$ cat src/hw/ltbo_regs.svh
// Register offsets, fields, reset values and timing counts of the limit-test evaluator
// Overview of operation
// - Four failure patterns, 0 to 15, reset 0
// - Earliest failing check selects the port pattern
// - Pattern bits weight lines 1,2,4,8
// - Asserted line level follows its polarity
// - Strobe enabled ignores bit 3, line four
// - Per-window enable bit, both off at reset
// - Check order lower1, upper1, lower2, upper2
// - Disabled window skipped, cannot fail
// - All enabled pass gives pass pattern
// - Later checks still update fail flags
// - Enabled window blocks direct port writes
// - Disabling a window clears its flag
// - Fail flag 1 on fail, 0 on pass
// - Reading fail flag has no side effect
// - Host clear action resets a window flag
// - Self-clear bit clears flag on idle
// - Signed bounds, upper 1 lower -1 reset
// - Pass pattern 0 to 15, reset 0
// - Settle lines, then strobe over 10 us
`ifndef LTBO_REGS_SVH
`define LTBO_REGS_SVH

// Register offsets (byte addresses, one 32-bit word each)
`define LTBO_OFF_CTRL      8'h00
`define LTBO_OFF_STATUS    8'h04
`define LTBO_OFF_CLEAR     8'h08
`define LTBO_OFF_PATTERN   8'h0c
`define LTBO_OFF_POLARITY  8'h10
`define LTBO_OFF_DIRECT    8'h14
`define LTBO_OFF_W1_LOWER  8'h18
`define LTBO_OFF_W1_UPPER  8'h1c
`define LTBO_OFF_W2_LOWER  8'h20
`define LTBO_OFF_W2_UPPER  8'h24

// Control register fields
`define LTBO_CTRL_W1_EN    0
`define LTBO_CTRL_W2_EN    1
`define LTBO_CTRL_W1_AUTO  2
`define LTBO_CTRL_W2_AUTO  3
`define LTBO_CTRL_STROBE   4
`define LTBO_CTRL_RST      5'h0c

// Pattern register nibbles
`define LTBO_PAT_W1_LOW    0
`define LTBO_PAT_W1_UPP    4
`define LTBO_PAT_W2_LOW    8
`define LTBO_PAT_W2_UPP    12
`define LTBO_PAT_PASS      16

// Bound reset values
`define LTBO_UPPER_RST     32'h0000_0001
`define LTBO_LOWER_RST     32'hffff_ffff

// Strobe timing
`define LTBO_CLK_MHZ       25
`define LTBO_STROBE_NS     10000
`define LTBO_SETTLE_CYC    2
`define LTBO_STROBE_CYC    ((`LTBO_STROBE_NS * `LTBO_CLK_MHZ) / 1000 + 1)

`endif

$ cat src/hw/ltbo_pkg.sv
// Types shared by the limit-test evaluator
package ltbo_pkg;

  typedef enum logic [1:0] {
    LTBO_IDLE,
    LTBO_SETTLE,
    LTBO_PULSE
  } ltbo_phase_t;

  typedef struct packed {
    logic [7:0]  addr;
    logic [31:0] wdata;
    logic        wr;
    logic        rd;
  } ltbo_bus_t;

  typedef struct packed {
    logic [31:0] w1_lower;
    logic [31:0] w1_upper;
    logic [31:0] w2_lower;
    logic [31:0] w2_upper;
    logic [19:0] pattern;
    logic [3:0]  polarity;
    logic [3:0]  direct;
    logic [4:0]  ctrl;
    logic [1:0]  fail;
    logic [3:0]  port_true;
    logic        strobe_true;
    logic [3:0]  port_lines;
    logic [31:0] rdata;
    ltbo_phase_t phase;
    logic [8:0]  count;
  } ltbo_state_t;

endpackage

$ cat src/hw/ltbo_top.sv
// Limit-test evaluator driving the four-line binning output port
`timescale 1ns/1ps
`default_nettype none
`include "ltbo_regs.svh"

module ltbo_top (
  input  wire logic          ref_clk,
  input  wire logic          rst,
  input  wire logic          clk_en,
  input  wire ltbo_pkg::ltbo_bus_t bus,
  output logic        [31:0] rdata,
  input  wire logic          meas_valid,
  input  wire logic   [31:0] meas_value,
  input  wire logic          trig_idle,
  output logic        [3:0]  port_lines,
  output logic        [1:0]  fail_flags
);

  localparam logic [8:0] STROBE_CYC = 9'(`LTBO_STROBE_CYC);
  localparam logic [8:0] SETTLE_CYC = 9'(`LTBO_SETTLE_CYC);

  ltbo_pkg::ltbo_state_t st_reg;
  ltbo_pkg::ltbo_state_t st_next;

  // Signed compare, used for all four checks
  function automatic logic below(input logic [31:0] a, input logic [31:0] b);
    below = $signed(a) < $signed(b);
  endfunction

  // Mask pattern bit 3 when line four carries the strobe
  function automatic logic [3:0] eff_pat(input logic [3:0] p, input logic strobe_on);
    eff_pat = strobe_on ? {1'b0, p[2:0]} : p;
  endfunction

  logic       chk_fail [4];
  logic [3:0] chk_pat  [4];
  logic       win_on   [4];
  logic [3:0] sel_pat;
  logic       any_fail;
  logic [1:0] fail_hit;
  logic [1:0] clr_hit;
  logic [4:0] ctrl_new;

  // Per-check outcome in sequence order
  always_comb begin
    chk_fail[0] = below(meas_value, st_reg.w1_lower);
    chk_fail[1] = below(st_reg.w1_upper, meas_value);
    chk_fail[2] = below(meas_value, st_reg.w2_lower);
    chk_fail[3] = below(st_reg.w2_upper, meas_value);
    chk_pat[0]  = st_reg.pattern[`LTBO_PAT_W1_LOW +: 4];
    chk_pat[1]  = st_reg.pattern[`LTBO_PAT_W1_UPP +: 4];
    chk_pat[2]  = st_reg.pattern[`LTBO_PAT_W2_LOW +: 4];
    chk_pat[3]  = st_reg.pattern[`LTBO_PAT_W2_UPP +: 4];
    win_on[0]   = st_reg.ctrl[`LTBO_CTRL_W1_EN];
    win_on[1]   = st_reg.ctrl[`LTBO_CTRL_W1_EN];
    win_on[2]   = st_reg.ctrl[`LTBO_CTRL_W2_EN];
    win_on[3]   = st_reg.ctrl[`LTBO_CTRL_W2_EN];
  end

  // Walk checks in order; first enabled failure wins
  always_comb begin
    sel_pat  = st_reg.pattern[`LTBO_PAT_PASS +: 4];
    any_fail = 1'b0;
    fail_hit = 2'b00;
    for (int i = 0; i < 4; i++) begin
      if (win_on[i] && chk_fail[i]) begin
        if (!any_fail) begin
          sel_pat = chk_pat[i];
        end
        any_fail = 1'b1;
        fail_hit[i / 2] = 1'b1;
      end
    end
  end

  // Next state: registers, flags, port and strobe sequencer
  always_comb begin
    st_next  = st_reg;
    clr_hit  = 2'b00;
    ctrl_new = st_reg.ctrl;
    if (bus.wr) begin
      unique case (bus.addr)
        `LTBO_OFF_CTRL:     ctrl_new = bus.wdata[4:0];
        `LTBO_OFF_CLEAR:    clr_hit = bus.wdata[1:0];
        `LTBO_OFF_PATTERN:  st_next.pattern = bus.wdata[19:0];
        `LTBO_OFF_POLARITY: st_next.polarity = bus.wdata[3:0];
        `LTBO_OFF_DIRECT:   st_next.direct = bus.wdata[3:0];
        `LTBO_OFF_W1_LOWER: st_next.w1_lower = bus.wdata;
        `LTBO_OFF_W1_UPPER: st_next.w1_upper = bus.wdata;
        `LTBO_OFF_W2_LOWER: st_next.w2_lower = bus.wdata;
        `LTBO_OFF_W2_UPPER: st_next.w2_upper = bus.wdata;
        default: ;
      endcase
    end
    st_next.ctrl = ctrl_new;
    // Host clear, idle self-clear and disable all drop the flag
    for (int w = 0; w < 2; w++) begin
      if (clr_hit[w] || !ctrl_new[w]) begin
        st_next.fail[w] = 1'b0;
      end
      if (trig_idle && st_reg.ctrl[`LTBO_CTRL_W1_AUTO + w]) begin
        st_next.fail[w] = 1'b0;
      end
    end
    // Measurement result; a new failure beats a same-cycle clear
    if (meas_valid) begin
      for (int w = 0; w < 2; w++) begin
        if (st_reg.ctrl[w]) begin
          st_next.fail[w] = fail_hit[w] && ctrl_new[w];
        end
      end
    end
    // Port update: once per sequence, direct writes only with both windows off
    if (meas_valid && (st_reg.ctrl[1:0] != 2'b00)) begin
      st_next.port_true = eff_pat(sel_pat, st_reg.ctrl[`LTBO_CTRL_STROBE]);
      if (st_reg.ctrl[`LTBO_CTRL_STROBE]) begin
        st_next.strobe_true = 1'b0;
        st_next.phase = ltbo_pkg::LTBO_SETTLE;
        st_next.count = SETTLE_CYC;
      end
    end else if (bus.wr && bus.addr == `LTBO_OFF_DIRECT && st_reg.ctrl[1:0] == 2'b00) begin
      st_next.port_true = bus.wdata[3:0];
    end
    // Strobe sequencer: settle lines first, then pulse line four
    unique case (st_reg.phase)
      ltbo_pkg::LTBO_IDLE: ;
      ltbo_pkg::LTBO_SETTLE: begin
        if (!(meas_valid && st_reg.ctrl[`LTBO_CTRL_STROBE])) begin
          if (st_reg.count == 9'h001) begin
            st_next.phase = ltbo_pkg::LTBO_PULSE;
            st_next.strobe_true = 1'b1;
            st_next.count = STROBE_CYC;
          end else begin
            st_next.count = st_reg.count - 9'h001;
          end
        end
      end
      ltbo_pkg::LTBO_PULSE: begin
        if (!(meas_valid && st_reg.ctrl[`LTBO_CTRL_STROBE])) begin
          if (st_reg.count == 9'h001) begin
            st_next.phase = ltbo_pkg::LTBO_IDLE;
            st_next.strobe_true = 1'b0;
          end else begin
            st_next.count = st_reg.count - 9'h001;
          end
        end
      end
    endcase
    if (!ctrl_new[`LTBO_CTRL_STROBE]) begin
      st_next.strobe_true = 1'b0;
      st_next.phase = ltbo_pkg::LTBO_IDLE;
    end
    // Line levels: strobe on line four when enabled, then polarity
    st_next.port_lines[2:0] = st_next.port_true[2:0] ~^ st_next.polarity[2:0];
    st_next.port_lines[3] = (ctrl_new[`LTBO_CTRL_STROBE] ? st_next.strobe_true
                             : st_next.port_true[3]) ~^ st_next.polarity[3];
    // Read data one cycle later; reads have no side effect
    st_next.rdata = 32'h0000_0000;
    if (bus.rd) begin
      unique case (bus.addr)
        `LTBO_OFF_CTRL:     st_next.rdata = {27'h0, st_reg.ctrl};
        `LTBO_OFF_STATUS:   st_next.rdata = {30'h0, st_reg.fail};
        `LTBO_OFF_PATTERN:  st_next.rdata = {12'h0, st_reg.pattern};
        `LTBO_OFF_POLARITY: st_next.rdata = {28'h0, st_reg.polarity};
        `LTBO_OFF_DIRECT:   st_next.rdata = {28'h0, st_reg.direct};
        `LTBO_OFF_W1_LOWER: st_next.rdata = st_reg.w1_lower;
        `LTBO_OFF_W1_UPPER: st_next.rdata = st_reg.w1_upper;
        `LTBO_OFF_W2_LOWER: st_next.rdata = st_reg.w2_lower;
        `LTBO_OFF_W2_UPPER: st_next.rdata = st_reg.w2_upper;
        default:            st_next.rdata = 32'h0000_0000;
      endcase
    end
  end

  // State register; clock enable freezes everything
  always_ff @(posedge ref_clk) begin
    if (rst) begin
      st_reg          <= '0;
      st_reg.w1_lower <= `LTBO_LOWER_RST;
      st_reg.w2_lower <= `LTBO_LOWER_RST;
      st_reg.w1_upper <= `LTBO_UPPER_RST;
      st_reg.w2_upper <= `LTBO_UPPER_RST;
      st_reg.ctrl     <= `LTBO_CTRL_RST;
      st_reg.polarity <= 4'hf;
      st_reg.port_lines <= 4'h0;
      st_reg.phase    <= ltbo_pkg::LTBO_IDLE;
    end else if (clk_en) begin
      st_reg <= st_next;
    end
  end

  assign rdata      = st_reg.rdata;
  assign port_lines = st_reg.port_lines;
  assign fail_flags = st_reg.fail;

endmodule
`default_nettype wire
$ cat config.mk
export PLATFORM = sky130hd
export DESIGN_NAME = ltbo_top
export DESIGN_NICKNAME = d
export VERILOG_FILES = /design/src/hw/ltbo_pkg.sv /design/src/hw/ltbo_top.sv
export VERILOG_INCLUDE_DIRS = /design/src /design/src/hw
export SDC_FILE = /design/constraint.sdc
export NUM_CORES = 1
export LEC_CHECK = 0
export BUFFER_PORTS_ARGS = -buffer_cell sky130_fd_sc_hd__buf_2
export CORE_MARGIN = 2
export CORE_UTILIZATION = 60
export CTS_CLUSTER_DIAMETER = 30
export CTS_CLUSTER_SIZE = 24
export DETAILED_ROUTE_END_ITERATION = 7
export PLACE_DENSITY = 0.87
export SLEW_MARGIN = 20
export SYNTH_ARGS = -nofsm -noshare
export SYNTH_HDL_FRONTEND = slang
export SYNTH_SLANG_ARGS = --single-unit
export TNS_END_PERCENT = 1
$ cat constraint.sdc
create_clock -name ref_clk -period 5.4 [get_ports ref_clk]
set_input_delay 0.27 -clock ref_clk [delete_from_list [all_inputs] [get_ports ref_clk]]
set_output_delay 0.27 -clock ref_clk [all_outputs]
set_load 0.02 [all_outputs]
# Yosys cells after proc, flatten, opt, wreduce, memory -nomap -nowiden

Index checks and enable logic that the tools add are counted.

Register bits: 215
Output and inout port bits: 38
Logic and storage cells: 111

$add $sub $neg: 1
$lt $le $gt $ge: 4
Eq/ne operators: 12
Mux-type cells: 50
Bitwise gates (word level): 2
Reductions and logical operators: 26

Operators with widths:

| kind                  | number |
|---|---|
| $pmux W32 S9          | 1 |
| $lt A32 B32 Y1        | 4 |
| $mux W4               | 12 |
| $mux W11              | 4 |
| $eq A8 B5 Y1 const B  | 4 |
| $mux W32              | 1 |
| $pmux W11 S2          | 1 |
| $reduce_and A3 Y1     | 7 |
| $mux W1               | 19 |
| $mux W9               | 2 |
| $eq A8 B4 Y1 const B  | 2 |
| $eq A8 B6 Y1 const B  | 2 |
| $logic_and A1 B1 Y1   | 12 |
| $mux W2               | 6 |
| $mux W5               | 2 |
| $eq A9 B1 Y1 const B  | 1 |
| $sub A9 B1 Y9 const B | 1 |
| $eq A8 B3 Y1 const B  | 1 |
| $logic_not A8 Y1      | 1 |
| $mux W8               | 1 |
| $xnor A3 B3 Y3        | 1 |
| $eq A2 B1 Y1 const B  | 1 |
| $eq A2 B2 Y1 const B  | 1 |
| $logic_not A1 Y1      | 2 |
| other kinds (5)       | 6 |

# Longest topological paths before layout

Word-level depth: 13
Gate-level depth with buffers: 14

# Least setup slack after synthesis

OpenSTA, ideal clock, no wires.

Kind: register to register
Start point: register st_reg[208] (netlist bit)
End point: register port_lines[0] (netlist name)
Library setup time: 0.103 ns
Arrival: 3.362 ns
Setup slack: 1.935 ns
Cell stages (with the launch flop): 14
Path buffers: 1
Path through: dfxtp_1 -> inv_1 -> ha_1 -> a21o_1 -> a221o_1 -> a221oi_1 -> o21ai_1 -> a21oi_1 -> mux2_2 -> or4b_4 -> buf_6 -> or2_1 -> and3_1 -> a2111oi_2

Longest elaborated chain between the ends: 12
Elaborated cells on any way between the ends: 15

RTL lines:

| what                               | RTL line        | RTL |
|---|---|---|
| start: declaration                 | ltbo_top.sv:22  | `ltbo_pkg::ltbo_state_t st_reg;` |
| start signal: assignment           | ltbo_top.sv:188 | `st_reg <= st_next;` |
| $lt A32 B32 Y1 *                   | ltbo_top.sv:27  | `below = $signed(a) < $signed(b);` |
| $logic_and A1 B1 Y1 *              | ltbo_top.sv:66  | `if (win_on[i] && chk_fail[i]) begin` |
| $mux W4 or $mux W1 (tied branches) | ltbo_top.sv:66  |  |
| $mux W4                            | ltbo_top.sv:67  | `if (!any_fail) begin` |
| $mux W4                            | ltbo_top.sv:66  |  |
| $mux W4                            | ltbo_top.sv:67  |  |
| $mux W4                            | ltbo_top.sv:66  |  |
| $mux W4                            | ltbo_top.sv:67  |  |
| $mux W4 *                          | ltbo_top.sv:66  |  |
| $mux W4 *                          | ltbo_top.sv:32  | `eff_pat = strobe_on ? {1'b0, p[2:0]} : p;` |
| $mux W4 *                          | ltbo_top.sv:114 | `if (meas_valid && (st_reg.ctrl[1:0] != 2'b00)) begin` |
| $xnor A3 B3 Y3 *                   | ltbo_top.sv:154 | `st_next.port_lines[2:0] = st_next.port_true[2:0] ~^ st_next.polarity[2:0];` |

Every way passes the cells marked *; elsewhere a longest branch is shown, timed or not.
A chain may end at the register's enable or synchronous reset.

# Final worst setup path

Start point: register st_reg[184] (netlist bit)
End point: register port_lines[3] (netlist name)

Longest elaborated chain between the ends: 13
Elaborated cells on any way between the ends: 16

RTL lines:

| what                               | RTL line        | RTL |
|---|---|---|
| $lt A32 B32 Y1 *                   | ltbo_top.sv:27  |  |
| $logic_and A1 B1 Y1 *              | ltbo_top.sv:66  |  |
| $mux W4 or $mux W1 (tied branches) | ltbo_top.sv:66  |  |
| $mux W4                            | ltbo_top.sv:67  |  |
| $mux W4                            | ltbo_top.sv:66  |  |
| $mux W4                            | ltbo_top.sv:67  |  |
| $mux W4                            | ltbo_top.sv:66  |  |
| $mux W4                            | ltbo_top.sv:67  |  |
| $mux W4 *                          | ltbo_top.sv:66  |  |
| $mux W4 *                          | ltbo_top.sv:32  |  |
| $mux W4 *                          | ltbo_top.sv:114 |  |
| $mux W1 *                          | ltbo_top.sv:155 | `` st_next.port_lines[3] = (ctrl_new[`LTBO_CTRL_STROBE] ? st_next.strobe_true `` |
| $xnor A1 B1 Y1 *                   | ltbo_top.sv:155 |  |

Marked as above.

==> impl_metrics.tcl <==
set metrics [dict create \
    grt_first_pass_wirelength_um 63700 \
    placed_cells 1931 \
    final_layout_size_suffix_gt1_frac 0.130 \
    final_common_cell "nand2_1" \
    numCtsBuffers 44 \
    antenna_left 0 \
    cts_root_buffer "clkbuf_16" \
    busiest_layer "met2" \
    status "finished clean" \
    grt_use_met3 0.0838 \
    async_reset_ff_frac 0 \
    synth_area_um2 12800 \
    cts_hold_buf 0 \
    grt_max_degree 88 \
    clkSinkCount 215 \
    fin_worst_skew_ps 35.4 \
    grtUsageMet1 0.458 \
    grt_use_total 0.357 \
    first_pass_iters 6 \
    hold_viol 0 \
    p_leak_uw 0.00663 \
    finish.net_count 1909 \
    tns_ps 0 \
    setup_viol 0 \
    tightestPinTransition_ps 1230 \
    fin_crit_ps 4110 \
    syn_inst 1661 \
    port_buffers 116 \
    ys_seq_area_frac 0.337 \
    rows 53 \
    insertion_delay_ps 540 \
    layout_common_cells "nand2_1, dfxtp_1, a21oi_1" \
    dpl.hpwl_um 26800 \
    slew_headroom 0.179 \
    synth_flop_cell "dfxtp_1" \
    stdcell_count 2014 \
    path_class "flip-flop to flip-flop" \
    critical_path_required_ps 5790 \
    largest_register_ffs 161 \
    drv_slew 0 \
    hp-class "primary input to flip-flop" \
    die_x_um 150 \
    cts_tree "yes" \
    layout_setup_ws_ps 1290 \
    synth_edf_count 0 \
    area_growth_pct 15.1 \
    h-tree-depth 2 \
    drt_wl_total_um 41000 \
    syn_area_per_cell_um2 7.69 \
    clk_pin_slew_worst_paths_ps 50 \
    setup.worst_path.start_class "flip-flop" \
    grt_pass1_vias 12400 \
    critPathArrivalTime_ps 4500 \
    grt_overflow 0 \
    die_y_um 150 \
    ioPinCount 117 \
    vdd_drop_max_mv 0.189 \
    via_per_inst 6.46 \
    vias 13000 \
    synthDistinctLibCells 67 \
    rsz0062_at_grt "false" \
    ys_ff_latch 215 \
    antenna_found_initial 1 \
    finalPower_uw 4620 \
    start_util 0.610 \
    synth_warnings 0 \
    cts_setup_buffers 0 \
    gp_congestion 0.968 \
    synth_nets 1868 \
    max_freq_ghz 0.244 \
    fin_crit_sh 0.760 \
    use_met2 0.554 \
    wl_per_cell_um 20.4 \
    fp.coreArea_um2 21000 \
    clockBufferDepth 3 \
    drc_errors 0 \
    dpl_worst_slack_ps 1450 \
    cp_max_fo 8 \
    cts_resized 0 \
    timing.max_cap.violations 0 \
    critPathCaptureType "flip-flop" \
    drtIter0Drc 1469 \
    power_density_nw_per_um2 314 \
    die_area_um2 22500 \
]
synth_stat cells (5+ instances only):
| cell type | n | area share |
|---|---|---|
| a22oi_1 | 17 | 0.010 |
| ha_1 | 128 | 0.13 |
| clkbuf_1 | 91 | 0.027 |
| o22ai_1 | 5 | 0.0024 |
| mux2i_1 | 36 | 0.028 |
| nand4b_1 | 5 | 0.0034 |
| nor3_1 | 16 | 0.0063 |
| inv_1 | 109 | 0.032 |
| and2_1 | 9 | 0.0044 |
| o211ai_1 | 70 | 0.041 |
| a31oi_1 | 9 | 0.0044 |
| buf_4 | 38 | 0.022 |
| o21a_1 | 11 | 0.0065 |
| a21oi_1 | 209 | 0.082 |
| a221oi_1 | 36 | 0.025 |
| and4_1 | 10 | 0.0069 |
| nor2_1 | 112 | 0.033 |
| nand2b_1 | 6 | 0.0029 |
| dfxtp_1 | 215 | 0.34 |
| nand3_1 | 29 | 0.011 |
| a21o_1 | 11 | 0.0065 |
| nand4_1 | 18 | 0.0088 |
| nand2_1 | 341 | 0.10 |
| o21ai_0 | 39 | 0.015 |
| a211oi_1 | 10 | 0.0059 |
| nor4_1 | 8 | 0.0039 |
cells by family (layout without fill, tap and decap cells):
group | Yosys count | count (layout) | share of synthesized area
simple gates | 582 | 582 | 0.197
fa+ha+maj | 128 | 128 | 0.125
compound gates | 452 | 452 | 0.226
other cells | 0 | 2 | 0
mux | 39 | 39 | 0.0308
flops | 215 | 215 | 0.337
buf+inv | 245 | 321 | 0.0844
through the flow:
step	util	hold WS [ps]	cell area [um^2]
CTS	0.701	21.2	14700
floorplan	-	406	12800
global placement	0.628	442	13200
global route	0.702	29.1	14700
finish	0.702	23.6	14700
detailed placement	0.628	450	13200
routing by layer:
layer  vias to the layer above  routed length [um]
met5                         -                   0
met4                         0                2030
li1                       5923                   -
met3                       184                4700
met2                       892               18000
met1                      6013               16200
critical path: stages (launching register included):
cell       delay [ps]
dfxtp_1           320
inv_1              70
ha_1              260
a2111oi_0         650
o32a_1            270
nand4b_1          260
a21oi_1           340
mux2i_1           600
nand2b_1          140
o311a_1           420
o31ai_1           290
mux2_1            340
report_power, final:
group | internal (uW) | total (uW) | switching [uW]
Clock | 1880 | 2790 | 906
Combinational | 73.1 | 231 | 158
Sequential | 1590 | 1600 | 4.58
Total | 3550 | 4620 | 1070
final cells by class:
class,instances,area [um^2]
multi-input combinational,1201,7410
fill,1649,6250
sequential,215,4300
clock buffer,53,1210
timing repair buffer,131,696
inverter,109,409
tap,275,344
clock inverter,28,333
antenna,2,5.00
path summary, 6_finish.rpt:
path | to | slack [ps] | from | cells past startpoint
setup / recovery | port_lines[3] | 1290 | st_reg[184] | 11
hold reg to reg | st_reg[60] | 470 | st_reg[60] | 2
hold / removal | st_reg[111] | 20 | bus[26] | 3
setup reg to reg | port_lines[3] | 1290 | st_reg[184] | 11
No activity file was read; power rests on OpenSTA's default activity.
